## config.mk

```make
export PLATFORM = sky130hd
export DESIGN_NAME = bds_top
export DESIGN_NICKNAME = d
export VERILOG_FILES = /design/src/bds_pkg.sv /design/src/bds_map_if.sv /design/src/bds_top.sv /design/src/bds_remap.sv
export SDC_FILE = /design/constraint.sdc
export NUM_CORES = 1
export LEC_CHECK = 0
export ABC_CLOCK_PERIOD_IN_PS = 2200
export BUFFER_PORTS_ARGS = -buffer_cell sky130_fd_sc_hd__buf_2
export CAP_MARGIN = 20
export CORE_AREA = 5 5 62 86
export CTS_BUF_LIST = sky130_fd_sc_hd__clkbuf_8
export DETAILED_ROUTE_END_ITERATION = 8
export DIE_AREA = 0 0 67 91
export GPL_TIMING_DRIVEN = 0
export RECOVER_POWER = 100
export SLEW_MARGIN = 10
export SYNTH_ARGS = -nofsm -noshare
export SYNTH_HDL_FRONTEND = slang
export SYNTH_HIERARCHICAL = 1
export SYNTH_SLANG_ARGS = --single-unit
export TNS_END_PERCENT = 1
```

## constraint.sdc

```tcl
create_clock -name clk_sys_in -period 2.2 [get_ports clk_sys_in]
set_input_delay 0.22 -clock clk_sys_in [delete_from_list [all_inputs] [get_ports clk_sys_in]]
set_output_delay 0.22 -clock clk_sys_in [all_outputs]
set_load 0.02 [all_outputs]
```

## src/bds_pkg.sv

```systemverilog
// constants and helpers for the boot drive select remap block
// assumes one 50 MHz clock and a synchronous active-high reset
`default_nettype none
package bds_pkg;
    // ---------------------------------------------------------------
    // register port
    // ---------------------------------------------------------------
    localparam int ADDR_W = 3;
    localparam int DATA_W = 8;
    localparam logic [ADDR_W-1:0] OFS_DRIVE_CTRL = 3'h2;
    localparam logic [ADDR_W-1:0] OFS_TAPE_BOOT = 3'h3;
    localparam logic [ADDR_W-1:0] OFS_DENSITY = 3'h4;
    localparam logic [ADDR_W-1:0] OFS_STATUS = 3'h5;
    // ---------------------------------------------------------------
    // drive control fields
    // ---------------------------------------------------------------
    localparam int DCR_DRV_LSB = 0;
    localparam int DCR_RUN_BIT = 2;
    localparam int DCR_GATE_BIT = 3;
    localparam int DCR_MOTOR_LSB = 4;
    localparam logic [DATA_W-1:0] DCR_RESET = 8'h00;
    localparam logic [DATA_W-1:0] DCR_POST_VALUE = 8'h0c;
    // ---------------------------------------------------------------
    // tape and boot fields
    // ---------------------------------------------------------------
    localparam int TBR_TAPE_LSB = 0;
    localparam int TBR_BOOT_LSB = 2;
    localparam int TBR_MEDIA_LSB = 4;
    localparam int TBR_DTYPE_LSB = 6;
    localparam logic [3:0] TBR_RW_RESET = 4'h0;
    // density polarity and status fields
    localparam int DEN_POL_LSB = 0;
    localparam logic [1:0] DEN_POL_RESET = 2'h0;
    localparam int STAT_RDWIN_BIT = 0;
    localparam int STAT_TAPE_BIT = 1;
    localparam int STAT_ICS_BIT = 2;
    // ---------------------------------------------------------------
    // boot map codes
    // ---------------------------------------------------------------
    localparam logic [1:0] MAP_IDENT = 2'b00;
    localparam logic [1:0] MAP_SWAP01 = 2'b01;
    localparam logic [1:0] MAP_SWAP02 = 2'b10;
    localparam logic [1:0] TAPE_NONE = 2'b00;
    localparam int NUM_DRIVES = 4;

    // partner drive number of drive d under boot map m; each map is a
    // pure swap, so the same function serves both directions
    function automatic logic [1:0] bds_partner(input logic [1:0] m,
                                               input logic [1:0] d);
        logic [1:0] r;
        r = d;
        case (m)
            MAP_SWAP01: begin
                if (d == 2'd0) r = 2'd1;
                else if (d == 2'd1) r = 2'd0;
            end
            MAP_SWAP02: begin
                if (d == 2'd0) r = 2'd2;
                else if (d == 2'd2) r = 2'd0;
            end
            default: r = d;
        endcase
        return r;
    endfunction
endpackage
`default_nettype wire

```

## src/bds_map_if.sv

```systemverilog
// carrier between the drive control logic and the select remapper
// assumes both ends sit in the same clock domain
`default_nettype none
interface bds_map_if;
    logic [1:0] boot_drive_map;
    logic [3:0] virtual_drive_select;
    logic [3:0] virtual_motor_enable;
    logic [3:0] mapped_select;
    logic [3:0] mapped_motor;
    modport src (
        output boot_drive_map,
        output virtual_drive_select,
        output virtual_motor_enable,
        input mapped_select,
        input mapped_motor
    );
    modport remap (
        input boot_drive_map,
        input virtual_drive_select,
        input virtual_motor_enable,
        output mapped_select,
        output mapped_motor
    );
endinterface
`default_nettype wire

```

## src/bds_top.sv

```systemverilog
// drive select remap, tape match, dma gating and drive id pins
// assumes host strobes and drive pins are synchronous to clk_sys_in
//
// Summary of operation
// boot map 01 or 10 makes host drive numbers virtual and remaps the swapped pair
// boot map 10 with drive number 00 drives physical drive 2 lines
// tape choice names a virtual drive; its select plus motor means tape mode
// tape choice 00 never gives tape mode, drive 0 is boot drive
// reset clears the drive control register to zero
// writing 0ch to drive control sets the dma gating bit
// gating bit plus dma ack and a strobe acts as internal chip select
// density output polarity is programmable to suit the drive type
// media type pins are sampled and readable in the tape and boot register
// drive type pins are sampled and readable in the tape and boot register
// tape mode is set only by software in the tape and boot register
// read window status output follows the data separator read gate
// drive number decodes one-hot; motor enables come straight from register
// boot map 00 identity, 01 swaps drives 0 and 1, 10 swaps 0 and 2
// boot map 11 acts as identity; drive 3 always passes straight through
`default_nettype none
module bds_top (
    input wire logic clk_sys_in,
    input wire logic srst_in,
    // register port
    input wire logic [bds_pkg::ADDR_W-1:0] reg_addr_in,
    input wire logic [bds_pkg::DATA_W-1:0] reg_wdata_in,
    input wire logic reg_wr_in,
    input wire logic reg_rd_in,
    output logic [bds_pkg::DATA_W-1:0] reg_rdata_out,
    // host bus chip select path
    input wire logic cs_n_in,
    input wire logic dma_ack_n_in,
    input wire logic rd_n_in,
    input wire logic wr_n_in,
    output logic internal_cs_out,
    output logic dma_gate_out,
    // drive interface
    output logic [3:0] physical_drive_select_pin_out,
    output logic [3:0] physical_motor_enable_pin_out,
    output logic tape_mode_out,
    input wire logic [1:0] density_rate_in,
    output logic density_select_out_0,
    output logic density_select_out_1,
    input wire logic [1:0] media_type_in,
    input wire logic [1:0] drive_type_in,
    input wire logic read_gate_in,
    output logic read_window_status_out
);
    import bds_pkg::*;

    // ---------------------------------------------------------------
    // register state
    // ---------------------------------------------------------------
    logic [DATA_W-1:0] drive_control_reg_q;
    logic [1:0] tape_drive_choice_q;
    logic [1:0] boot_drive_map_q;
    logic [1:0] media_type_q;
    logic [1:0] drive_type_q;
    logic [1:0] density_pol_q;
    logic [DATA_W-1:0] rdata_q;
    logic [3:0] phys_sel_q;
    logic [3:0] phys_me_q;
    logic tape_mode_q;
    logic ics_q;
    logic rdwin_q;
    logic [1:0] den_q;

    logic wr_dcr;
    logic wr_tbr;
    logic wr_den;
    logic [3:0] virt_sel;
    logic [1:0] tape_phys;
    logic ics_d;
    logic tape_mode_d;
    logic [DATA_W-1:0] rdata_d;

    bds_map_if map_if ();

    // ---------------------------------------------------------------
    // write decode
    // ---------------------------------------------------------------
    // unmapped offsets are ignored on write
    assign wr_dcr = reg_wr_in && (reg_addr_in == OFS_DRIVE_CTRL);
    assign wr_tbr = reg_wr_in && (reg_addr_in == OFS_TAPE_BOOT);
    assign wr_den = reg_wr_in && (reg_addr_in == OFS_DENSITY);

    // drive control register: cleared by reset, any byte accepted,
    // so the usual 0ch start-up write lands the gating bit
    always_ff @(posedge clk_sys_in) begin
        if (srst_in) begin
            drive_control_reg_q <= DCR_RESET;
        end else if (wr_dcr) begin
            drive_control_reg_q <= reg_wdata_in;
        end
    end

    // tape and boot fields; the only way into tape mode is this write,
    // there is deliberately no strap input for it
    always_ff @(posedge clk_sys_in) begin
        if (srst_in) begin
            tape_drive_choice_q <= TBR_RW_RESET[1:0];
            boot_drive_map_q <= TBR_RW_RESET[3:2];
        end else if (wr_tbr) begin
            tape_drive_choice_q <= reg_wdata_in[TBR_TAPE_LSB +: 2];
            boot_drive_map_q <= reg_wdata_in[TBR_BOOT_LSB +: 2];
        end
    end

    // density polarity, set by the drive specification path
    always_ff @(posedge clk_sys_in) begin
        if (srst_in) begin
            density_pol_q <= DEN_POL_RESET;
        end else if (wr_den) begin
            density_pol_q <= reg_wdata_in[DEN_POL_LSB +: 2];
        end
    end

    // ---------------------------------------------------------------
    // drive id sampling
    // ---------------------------------------------------------------
    // sampled every cycle so a read shows the value of one cycle ago;
    // drives that change id mid-read give the older value
    always_ff @(posedge clk_sys_in) begin
        if (srst_in) begin
            media_type_q <= 2'h0;
            drive_type_q <= 2'h0;
        end else begin
            media_type_q <= media_type_in;
            drive_type_q <= drive_type_in;
        end
    end

    // ---------------------------------------------------------------
    // virtual drive lines and remap
    // ---------------------------------------------------------------
    // one-hot decode of the host drive number
    always_comb begin
        virt_sel = 4'h0;
        virt_sel[drive_control_reg_q[DCR_DRV_LSB +: 2]] = 1'b1;
    end

    assign map_if.boot_drive_map = boot_drive_map_q;
    assign map_if.virtual_drive_select = virt_sel;
    assign map_if.virtual_motor_enable =
        drive_control_reg_q[DCR_MOTOR_LSB +: 4];

    bds_remap u_remap (
        .map_if(map_if)
    );

    // pins are registered so a map change never glitches a select line;
    // costs one cycle of latency after a register write
    always_ff @(posedge clk_sys_in) begin
        if (srst_in) begin
            phys_sel_q <= 4'h0;
            phys_me_q <= 4'h0;
        end else begin
            phys_sel_q <= map_if.mapped_select;
            phys_me_q <= map_if.mapped_motor;
        end
    end

    // ---------------------------------------------------------------
    // tape match
    // ---------------------------------------------------------------
    // the choice field is a virtual number; it is carried through the
    // boot map and compared against the mapped physical lines
    assign tape_phys = bds_partner(boot_drive_map_q, tape_drive_choice_q);

    always_comb begin
        tape_mode_d = 1'b0;
        if (tape_drive_choice_q != TAPE_NONE) begin
            tape_mode_d = map_if.mapped_select[tape_phys] &&
                map_if.mapped_motor[tape_phys];
        end
    end

    always_ff @(posedge clk_sys_in) begin
        if (srst_in) begin
            tape_mode_q <= 1'b0;
        end else begin
            tape_mode_q <= tape_mode_d;
        end
    end

    // ---------------------------------------------------------------
    // dma gating
    // ---------------------------------------------------------------
    // with the gate set an acknowledged dma strobe selects the chip
    // even when the external select is high; a second controller on
    // the same bus will then contend, so software must clear the gate
    always_comb begin
        ics_d = !cs_n_in;
        if (drive_control_reg_q[DCR_GATE_BIT] && !dma_ack_n_in &&
                (!rd_n_in || !wr_n_in)) begin
            ics_d = 1'b1;
        end
    end

    always_ff @(posedge clk_sys_in) begin
        if (srst_in) begin
            ics_q <= 1'b0;
        end else begin
            ics_q <= ics_d;
        end
    end

    // ---------------------------------------------------------------
    // density and read window outputs
    // ---------------------------------------------------------------
    // rate bits flipped per pin by the programmed polarity
    always_ff @(posedge clk_sys_in) begin
        if (srst_in) begin
            den_q <= 2'h0;
        end else begin
            den_q <= density_rate_in ^ density_pol_q;
        end
    end

    // read gate mirrored out for phase-lock loop diagnostics
    always_ff @(posedge clk_sys_in) begin
        if (srst_in) begin
            rdwin_q <= 1'b0;
        end else begin
            rdwin_q <= read_gate_in;
        end
    end

    // ---------------------------------------------------------------
    // read path
    // ---------------------------------------------------------------
    // unmapped offsets read as zero; data stand one cycle only
    always_comb begin
        rdata_d = '0;
        case (reg_addr_in)
            OFS_DRIVE_CTRL: begin
                rdata_d = drive_control_reg_q;
            end
            OFS_TAPE_BOOT: begin
                rdata_d[TBR_TAPE_LSB +: 2] = tape_drive_choice_q;
                rdata_d[TBR_BOOT_LSB +: 2] = boot_drive_map_q;
                rdata_d[TBR_MEDIA_LSB +: 2] = media_type_q;
                rdata_d[TBR_DTYPE_LSB +: 2] = drive_type_q;
            end
            OFS_DENSITY: begin
                rdata_d[DEN_POL_LSB +: 2] = density_pol_q;
            end
            OFS_STATUS: begin
                rdata_d[STAT_RDWIN_BIT] = rdwin_q;
                rdata_d[STAT_TAPE_BIT] = tape_mode_q;
                rdata_d[STAT_ICS_BIT] = ics_q;
            end
            default: begin
                rdata_d = '0;
            end
        endcase
    end

    always_ff @(posedge clk_sys_in) begin
        if (srst_in) begin
            rdata_q <= '0;
        end else if (reg_rd_in) begin
            rdata_q <= rdata_d;
        end else begin
            rdata_q <= '0;
        end
    end

    // ---------------------------------------------------------------
    // outputs, all straight from flip-flops
    // ---------------------------------------------------------------
    assign reg_rdata_out = rdata_q;
    assign internal_cs_out = ics_q;
    assign dma_gate_out = drive_control_reg_q[DCR_GATE_BIT];
    assign physical_drive_select_pin_out = phys_sel_q;
    assign physical_motor_enable_pin_out = phys_me_q;
    assign tape_mode_out = tape_mode_q;
    assign density_select_out_0 = den_q[0];
    assign density_select_out_1 = den_q[1];
    assign read_window_status_out = rdwin_q;
endmodule
`default_nettype wire

```

## src/bds_remap.sv

```systemverilog
// combinational virtual-to-physical drive line remapper
// assumes the caller registers the results before they reach pins
`default_nettype none
module bds_remap (
    bds_map_if.remap map_if
);
    import bds_pkg::*;

    // ---------------------------------------------------------------
    // per-pin selection
    // ---------------------------------------------------------------
    // each physical pin takes the virtual line of its swap partner;
    // reserved code 11 falls to identity inside the partner function
    always_comb begin
        for (int p = 0; p < NUM_DRIVES; p++) begin
            map_if.mapped_select[p] = map_if.virtual_drive_select[
                bds_partner(map_if.boot_drive_map, 2'(p))];
            map_if.mapped_motor[p] = map_if.virtual_motor_enable[
                bds_partner(map_if.boot_drive_map, 2'(p))];
        end
    end
endmodule
`default_nettype wire

```

==> impl_results.md, run 1 <==
* Status: complete, no violations
* Most common cell after layout, fill and taps aside: dfxtp_1
* Post-Syn Instances at 171
* Max-slew headroom at the worst pin at a little under three fifths
* Synth Flop Type: dfxtp_1
* Seq/Total Area, Yosys at 46.0%
* Pre-CTS WS at 228 ps
* Total CTS buffers at 5
* Proportion of power drawn by the clock network at about a third
* Initial antenna violation count at 0
* Internal at 0.000995 W
* Worst setup SP type: register
* Die Width at 67 µm
* GRT Resource Usage Total at 13.0%
* Top cell type's share of synthesized area at between 40% and 50%
* Row count at 29
* Unrepaired setup endpoints after global routing: false
* Met2 wire length at 1.67 mm
* Post-route DRC at 0
* Crit-path max FO at 10
* Area Overhead vs Synth at 21.2%
* Layout Skew at 9.34 ps
* Root Driver: clkbuf_8
* Area contributors post-synth: dfxtp_1 (46%), mux2i_1 (14%), nor2b_1 (7.0%), nor2_1 (5.8%), mux2_1 (4.6%)
* Gate power share at 9.3%
* CP Cell Sequence: ha_1, or3b_4, and4b_1, o2111ai_1, a21bo_1
* Synth unique cells at 31
* Final HPWL from detailed placement at 2.75 mm
* Clk buf depth at 2
* Clock Sink Count at 39
* Yosys top cell by area: dfxtp_1
* Initial Utilization at 38.0%
* Post-synth EDFFs at 0
* Post-DR wirelength/cell at roughly 12 µm
* Leak at between 0.8 and 0.9 nW
* Pwr dens at 632 nW/µm²
* Largest net degree at the start of global routing at 13
* Synth Cell Area at 1700 µm²
* Worst-margin pin slew at 671 ps
* Post-synth ARST share at 0%
* Critical Path End Type: register
* Final Max Tran Viols at 0
* Syn Nets at 202
* GRT overflow at 0
* Slowest CP cell: dfxtp_1
* Ant. Diodes at 0
* Final WL at ~3.6 mm
* M1 WL at 1.64 mm
* Vert. Die Dim at just over 90 µm
* Syn_area_per_cell at 9.92 µm²
* Post-route ant nets at 0
* Synth warn at 6
* CP arrival at between 2000 and 2500 ps
* Sequential Power Share at 56.6%
* CTS tree: built
* Layout cells sized above 1 at between 10 and 15%
* Final Wtd Congestion at 0.766
* DRT iter0 DRCs at 42
* Switching power total at 0.000304 W
* Maximum vdd drop at 0.361 mV
* NumNets Final at 256
* Buffers on Ports at 47
* Synthesized flop and latch total at 39
* Sw frac at 23.4%
* Final setup violating endpoints at 0
* Max cap viols at 0
* Die ar. at 6100 µm²
* Critical path's largest stage delay at 570 ps
* Reg clk slew, reported paths at roughly 80 ps
* Clock latency on the worst-skew pair at 280 ps
* Highest Signal Layer: met4
* Worst hold margin at 104 ps
* Crit path required time at 2370 ps
* First-pass GRT wire length at 6.13 mm
* Via/cell ratio at 4.57
* Drt pass-1 iters at 4
* Max Freq at 498 MHz
* Crit Path Class: register to register
* Setup TNS at 0 ps
* Hold_buf cts at 0
* Worst setup margin at 192 ps
* Final hold vios at 0
* Worst Hold Class: primary input to register
* I/O pins at 48
* Min Clock Period, post-route at 2010 ps
* Most frequent cells in the layout: dfxtp_1 (39), clkbuf_1 (31), nor2_1 (26), mux2i_1 (23), buf_2 (23)
* WL met3 at 227 µm
* CTS resizes at 0
* Vias in the first global route at between 1000 and 1500
* Post-CTS setup buffers at 0
* Core Box Area at about 4500 µm²
* H-Tree Depth at 2
* Fin crit share at approximately 91%
* Via count at 1315
==> state kept, by name, summed over array words and instances, names as in the netlist <==
signal                         flops
tape_drive_choice_q                2
internal_cs_out                    1
media_type_q                       2
read_window_status_out             1
boot_drive_map_q                   2
density_pol_q                      2
reg_rdata_out                      8
physical_drive_select_pin_out      4
physical_motor_enable_pin_out      4
drive_control_reg_q                8
drive_type_q                       2
tape_mode_out                      1
den_q                              2
==> per-layer routing <==
metal,GRT usage (%),vias up
met2,21.7,44
met4,4.23,0
met1,15.6,583
met5,0,-
li1,-,684
met3,3.83,4
==> stage by stage <==
stage	total power (W)	area, µm²	cells	util [%]
CTS	0.00133	2090	288	46.9
global route	0.00137	2060	288	46.1
detailed placement	0.000878	2010	280	45.0
finish	0.00130	2060	288	46.1
global placement	0.000877	2010	280	45.0
floorplan	0.000826	1700	171	-
==> cell type report <==
type | count | area, µm²
Clock inverter | 3 | 16.3
Inverter | 5 | 18.8
Fill cell | 471 | 2410
Multi-Input combinational cell | 118 | 848
Sequential cell | 39 | 781
Clock buffer | 5 | 68.8
Tap cell | 62 | 77.6
Buffer | 9 | 41.3
Timing Repair Buffer | 47 | 205
==> worst max-delay path, delay by kind of cell, from the launching register on <==
| family | cells | cell delay, ps |
|---|---|---|
| and+or+nand+nor | 2 | 570 |
| DFF | 1 | 570 |
| AOI/OAI and AO/OA | 2 | 410 |
| adders and majority gates | 1 | 350 |
==> cells in the mapped netlist (2+ instances only) <==
| cell type | count |
|---|---|
| nand3_1 | 2 |
| dfxtp_1 | 39 |
| a22oi_1 | 2 |
| mux2_1 | 7 |
| nand2_1 | 8 |
| a211oi_1 | 2 |
| nor2_1 | 26 |
| inv_1 | 5 |
| nand2b_1 | 2 |
| xnor2_1 | 3 |
| mux2i_1 | 23 |
| buf_2 | 3 |
| o21ai_0 | 2 |
| ha_1 | 5 |
| clkbuf_1 | 3 |
| buf_4 | 3 |
| and3b_1 | 2 |
| nor2b_1 | 19 |
| nor3b_1 | 3 |
==> cells by family (layout without fill, tap and decap cells) <==
kind of cell | after synthesis | count (layout) | share of synthesized area [%]
AND/OR/NAND/NOR | 67 | 67 | 20.9
AO/OA/AOI/OAI | 13 | 13 | 5.60
buffers and inverters | 14 | 69 | 3.98
adder cells (fa/ha/maj) | 5 | 5 | 3.69
XOR/XNOR | 3 | 3 | 1.55
flip-flops | 39 | 39 | 46.0
multiplexers | 30 | 30 | 18.2
==> power by group through the flow <==
stage	clock network [W]	logic [W]	registers (W)
2_1_floorplan	0	0.0000648	0.000761
3_3_place_gp	0	0.000126	0.000751
3_5_place_dp	0	0.000126	0.000752
4_1_cts	0.000463	0.000127	0.000735
5_1_grt	0.000495	0.000138	0.000738
6_report	0.000443	0.000121	0.000736
==> worst paths after layout <==
path	start	endpoint	slack [ps]	cells after the start
worst max-delay path	boot_drive_map_q[1]	tape_mode_out	190	5
worst min-delay path	cs_n_in	internal_cs_out	100	2
worst max register to register	boot_drive_map_q[1]	tape_mode_out	190	5
worst min register to register	drive_type_q[1]	reg_rdata_out[7]	470	2
Note: power is estimated with default switching activity, not from simulation.
==> run 2, diff against run 1 <==
--- a/config.mk
+++ b/config.mk
@@ -5,13 +5,14 @@
 export SDC_FILE = /design/constraint.sdc
 export NUM_CORES = 1
 export LEC_CHECK = 0
+export ABC_AREA = 1
 export ABC_CLOCK_PERIOD_IN_PS = 2200
 export BUFFER_PORTS_ARGS = -buffer_cell sky130_fd_sc_hd__buf_2
 export CAP_MARGIN = 20
-export CORE_AREA = 5 5 62 86
+export CORE_AREA = 5 5 61 85
 export CTS_BUF_LIST = sky130_fd_sc_hd__clkbuf_8
 export DETAILED_ROUTE_END_ITERATION = 8
-export DIE_AREA = 0 0 67 91
+export DIE_AREA = 0 0 66 90
 export GPL_TIMING_DRIVEN = 0
 export RECOVER_POWER = 100
 export SLEW_MARGIN = 10
==> run 2 against run 1 <==
Net effect: sequential share of layout area is the same; worst setup slack gained 450 ps; flip-flop and latch count did not move; final cell count grew 21%; clock power grew 37%; worst hold slack improved by 13 ps; power grew 15%; clock skew fell by 5.8 ps; largest power group unchanged.
==> impl_results.md, run 2 <==
* Syn_area_per_cell at 7.27 µm²
* Clock Sink Count at 39
* Synth Flop Type: dfxtp_1
* Via count at about 1500
* Fin crit share at 71.0%
* Worst-case reg-to-reg path depth at 10
* Yosys top cell by area: dfxtp_1
* Buffers on Ports at 46
* Most frequent cell after synthesis: nor2_1
* Via/cell ratio at between 4 and 5
* Crit path required time at around 2400 ps
* Synthesized flop and latch total at 39
* CP arrival at 1750 ps
* Synth unique cells at 22
* Clock latency on the worst-skew pair at 290 ps
* Post-DR wirelength/cell at 11.1 µm
* Worst R2R Setup Slack at 640 ps
* Setup TNS at 0 ps
* CTS resizes at 0
* Post-synth EDFFs at 0
* Post-route DRC at 0
* First-pass GRT wire length at 6.38 mm
* Worst setup SP type: register
* Post-synth ARST share at 0%
* Final Cell Area at approximately 2000 µm²
* Area Overhead vs Synth at 22.0%
* CTS tree: built
* Worst Hold Path EP: internal_cs_out
* Reg clk slew, reported paths at 70 ps
* Layout cells sized above 1 at 13.3%
* Max-slew headroom at the worst pin at 71.9%
* GRT Resource Usage Total at 14.0%
* Pwr dens at 726 nW/µm²
* Row count at 29
* Initial Utilization at 38.4%
* Leak at just under 0.9 nW
* # fillers at 514
* Min-delay src: cs_n_in
* Most common library cells after synthesis: nor2_1 (40), dfxtp_1 (39), inv_1 (37), nand2_1 (35), a21oi_1 (19)
* I/O pins at 48
* Layout Skew at roughly 3.5 ps
* Worst-margin pin slew at approximately 420 ps
* Root Driver: clkbuf_8
* FF-to-FF End: tape_mode_out
* Core Box Area at about 4400 µm²
* Max cap viols at 0
* Min Clock Period, post-route at around 1600 ps
* Post-CTS setup buffers at 0
* Post-Syn Instances at 232
* CP Cell Sequence: inv_1, ha_1, inv_1, nand2_1, nand2_1, nand2_1, nand2_1, nand3_1, nand2_1, nor2_1
* Hold_buf cts at 0
* Most common cell after layout, fill and taps aside: nor2_1
* Top cell by count, worst path: nand2_1
* Seq/Total Area, Yosys at 46.3%
* GRT overflow at 0
* Dpl cell area at 1990 µm²
* Crit Path Class: register to register
* Clk buf depth at 2
* Final hold vios at 0
* Unrepaired setup endpoints after global routing: false
* Reg-to-reg startpoint: boot_drive_map_q[0]
* Post-route ant nets at 0
* Initial antenna violation count at 0
* Area contributors post-synth: dfxtp_1 (46%), nor2_1 (8.9%), inv_1 (8.2%), nand2_1 (7.8%), a21oi_1 (5.6%)
* Maximum vdd drop at 0.518 mV
* Syn Nets at 263
* Critical Path End Type: register
* NumNets Final at approximately 320
* Final setup violating endpoints at 0
* Ant. Diodes at 0
* Status: complete, no violations
* WHS Path Cells at 2
* Final Wtd Congestion at 0.783
* Most frequent cells in the layout: nor2_1 (41), inv_1 (40), nand2_1 (39), dfxtp_1 (39), clkbuf_1 (26)
* Final Max Tran Viols at 0
* Crit-path max FO at 6
* Vias in the first global route at 1474
* Largest net degree at the start of global routing at 13
* Vert. Die Dim at 90 µm
* DRT iter0 DRCs at 27
* Die Width at around 66 µm
* Worst Hold Class: primary input to register
* Top cell type's share of synthesized area at around 46%
* Critical path's largest stage delay at 440 ps
* Drt pass-1 iters at 4
* Final HPWL from detailed placement at 3.06 mm
* Slowest CP cell: dfxtp_1
* Synth warn at 6
* Total CTS buffers at 5
* H-Tree Depth at 2
* Synth Cell Area at between 1500 and 2000 µm²
* Max Freq at about 640 MHz
* Die ar. at 5940 µm²
* Final WL at a little under 4 mm
## run 2: cell types whose count changed after synthesis, moves of 14 or more
| cell | previous run | this run |
|---|---|---|
| a21oi_1 | 1 | 19 |
| inv_1 | 5 | 37 |
| mux2i_1 | 23 | 0 |
| nand2_1 | 8 | 35 |
| nor2_1 | 26 | 40 |
| nor2b_1 | 19 | 0 |
## run 2: logic make-up after synthesis
logic type	synth area share, %
simple gates	23.9
flops	46.3
compound gates	13.2
xor+xnor	1.04
fa+ha+maj	3.71
buf+inv	11.9
## run 2: where the power goes
part	internal (W)	leakage, nW	switching [W]
combinational	0.0000523	0.511	0.0000892
sequential	0.000729	0.318	0.0000147
clock	0.000367	0.0612	0.000241
## run 2: layout make-up
class | instances | area [µm²] | share of cell area [%]
Clock buffer | 6 | 82.6 | 4.01
Clock inverter | 2 | 35.0 | 1.70
Multi-Input combinational cell | 145 | 689 | 33.5
Timing Repair Buffer | 46 | 203 | 9.85
Buffer | 6 | 30.0 | 1.46
Tap cell | 62 | 77.6 | 3.77
Inverter | 42 | 159 | 7.73
Sequential cell | 39 | 781 | 38.0
## run 2: through the flow
stage          hold WS [ps]  setup WS [ps]  util (%)  total power (W)  std cells
6_report                117            638      46.9          0.00149        348
2_1_floorplan           316            817         -         0.000854        232
5_1_grt                 110            497      46.9          0.00156        348
3_5_place_dp            419            636      45.4         0.000911        340
4_1_cts                 110            619      48.1          0.00152        348
3_3_place_gp            400            680      45.4         0.000910        340
## run 2: routing by layer
layer | wire length (µm) | vias up | track usage [%]
li1 | - | 825 | -
met1 | 1520 | 637 | 14.0
met2 | 1980 | 36 | 24.9
met3 | 246 | 9 | 4.61
met4 | 101 | 0 | 7.12
met5 | 0 | - | 0
## run 2: how the worst max path moves through the flow
stage                                   start       endpoint  slack (ps)  cells after the start
final                     boot_drive_map_q[0]  tape_mode_out         640                     10
after global routing      boot_drive_map_q[0]  tape_mode_out         500                      8
after CTS                 boot_drive_map_q[0]  tape_mode_out         620                     10
after detailed placement  boot_drive_map_q[0]  tape_mode_out         640                     10
after global placement    boot_drive_map_q[0]  tape_mode_out         680                      8
after floorplan           boot_drive_map_q[0]  tape_mode_out         820                      8
## run 2: critical path: cells and delay by family, from the launching register on
kind | cells | cell delay (ps)
AND/OR/NAND/NOR | 7 | 470
buffers and inverters | 2 | 220
flip-flops | 1 | 440
adder cells (fa/ha/maj) | 1 | 340
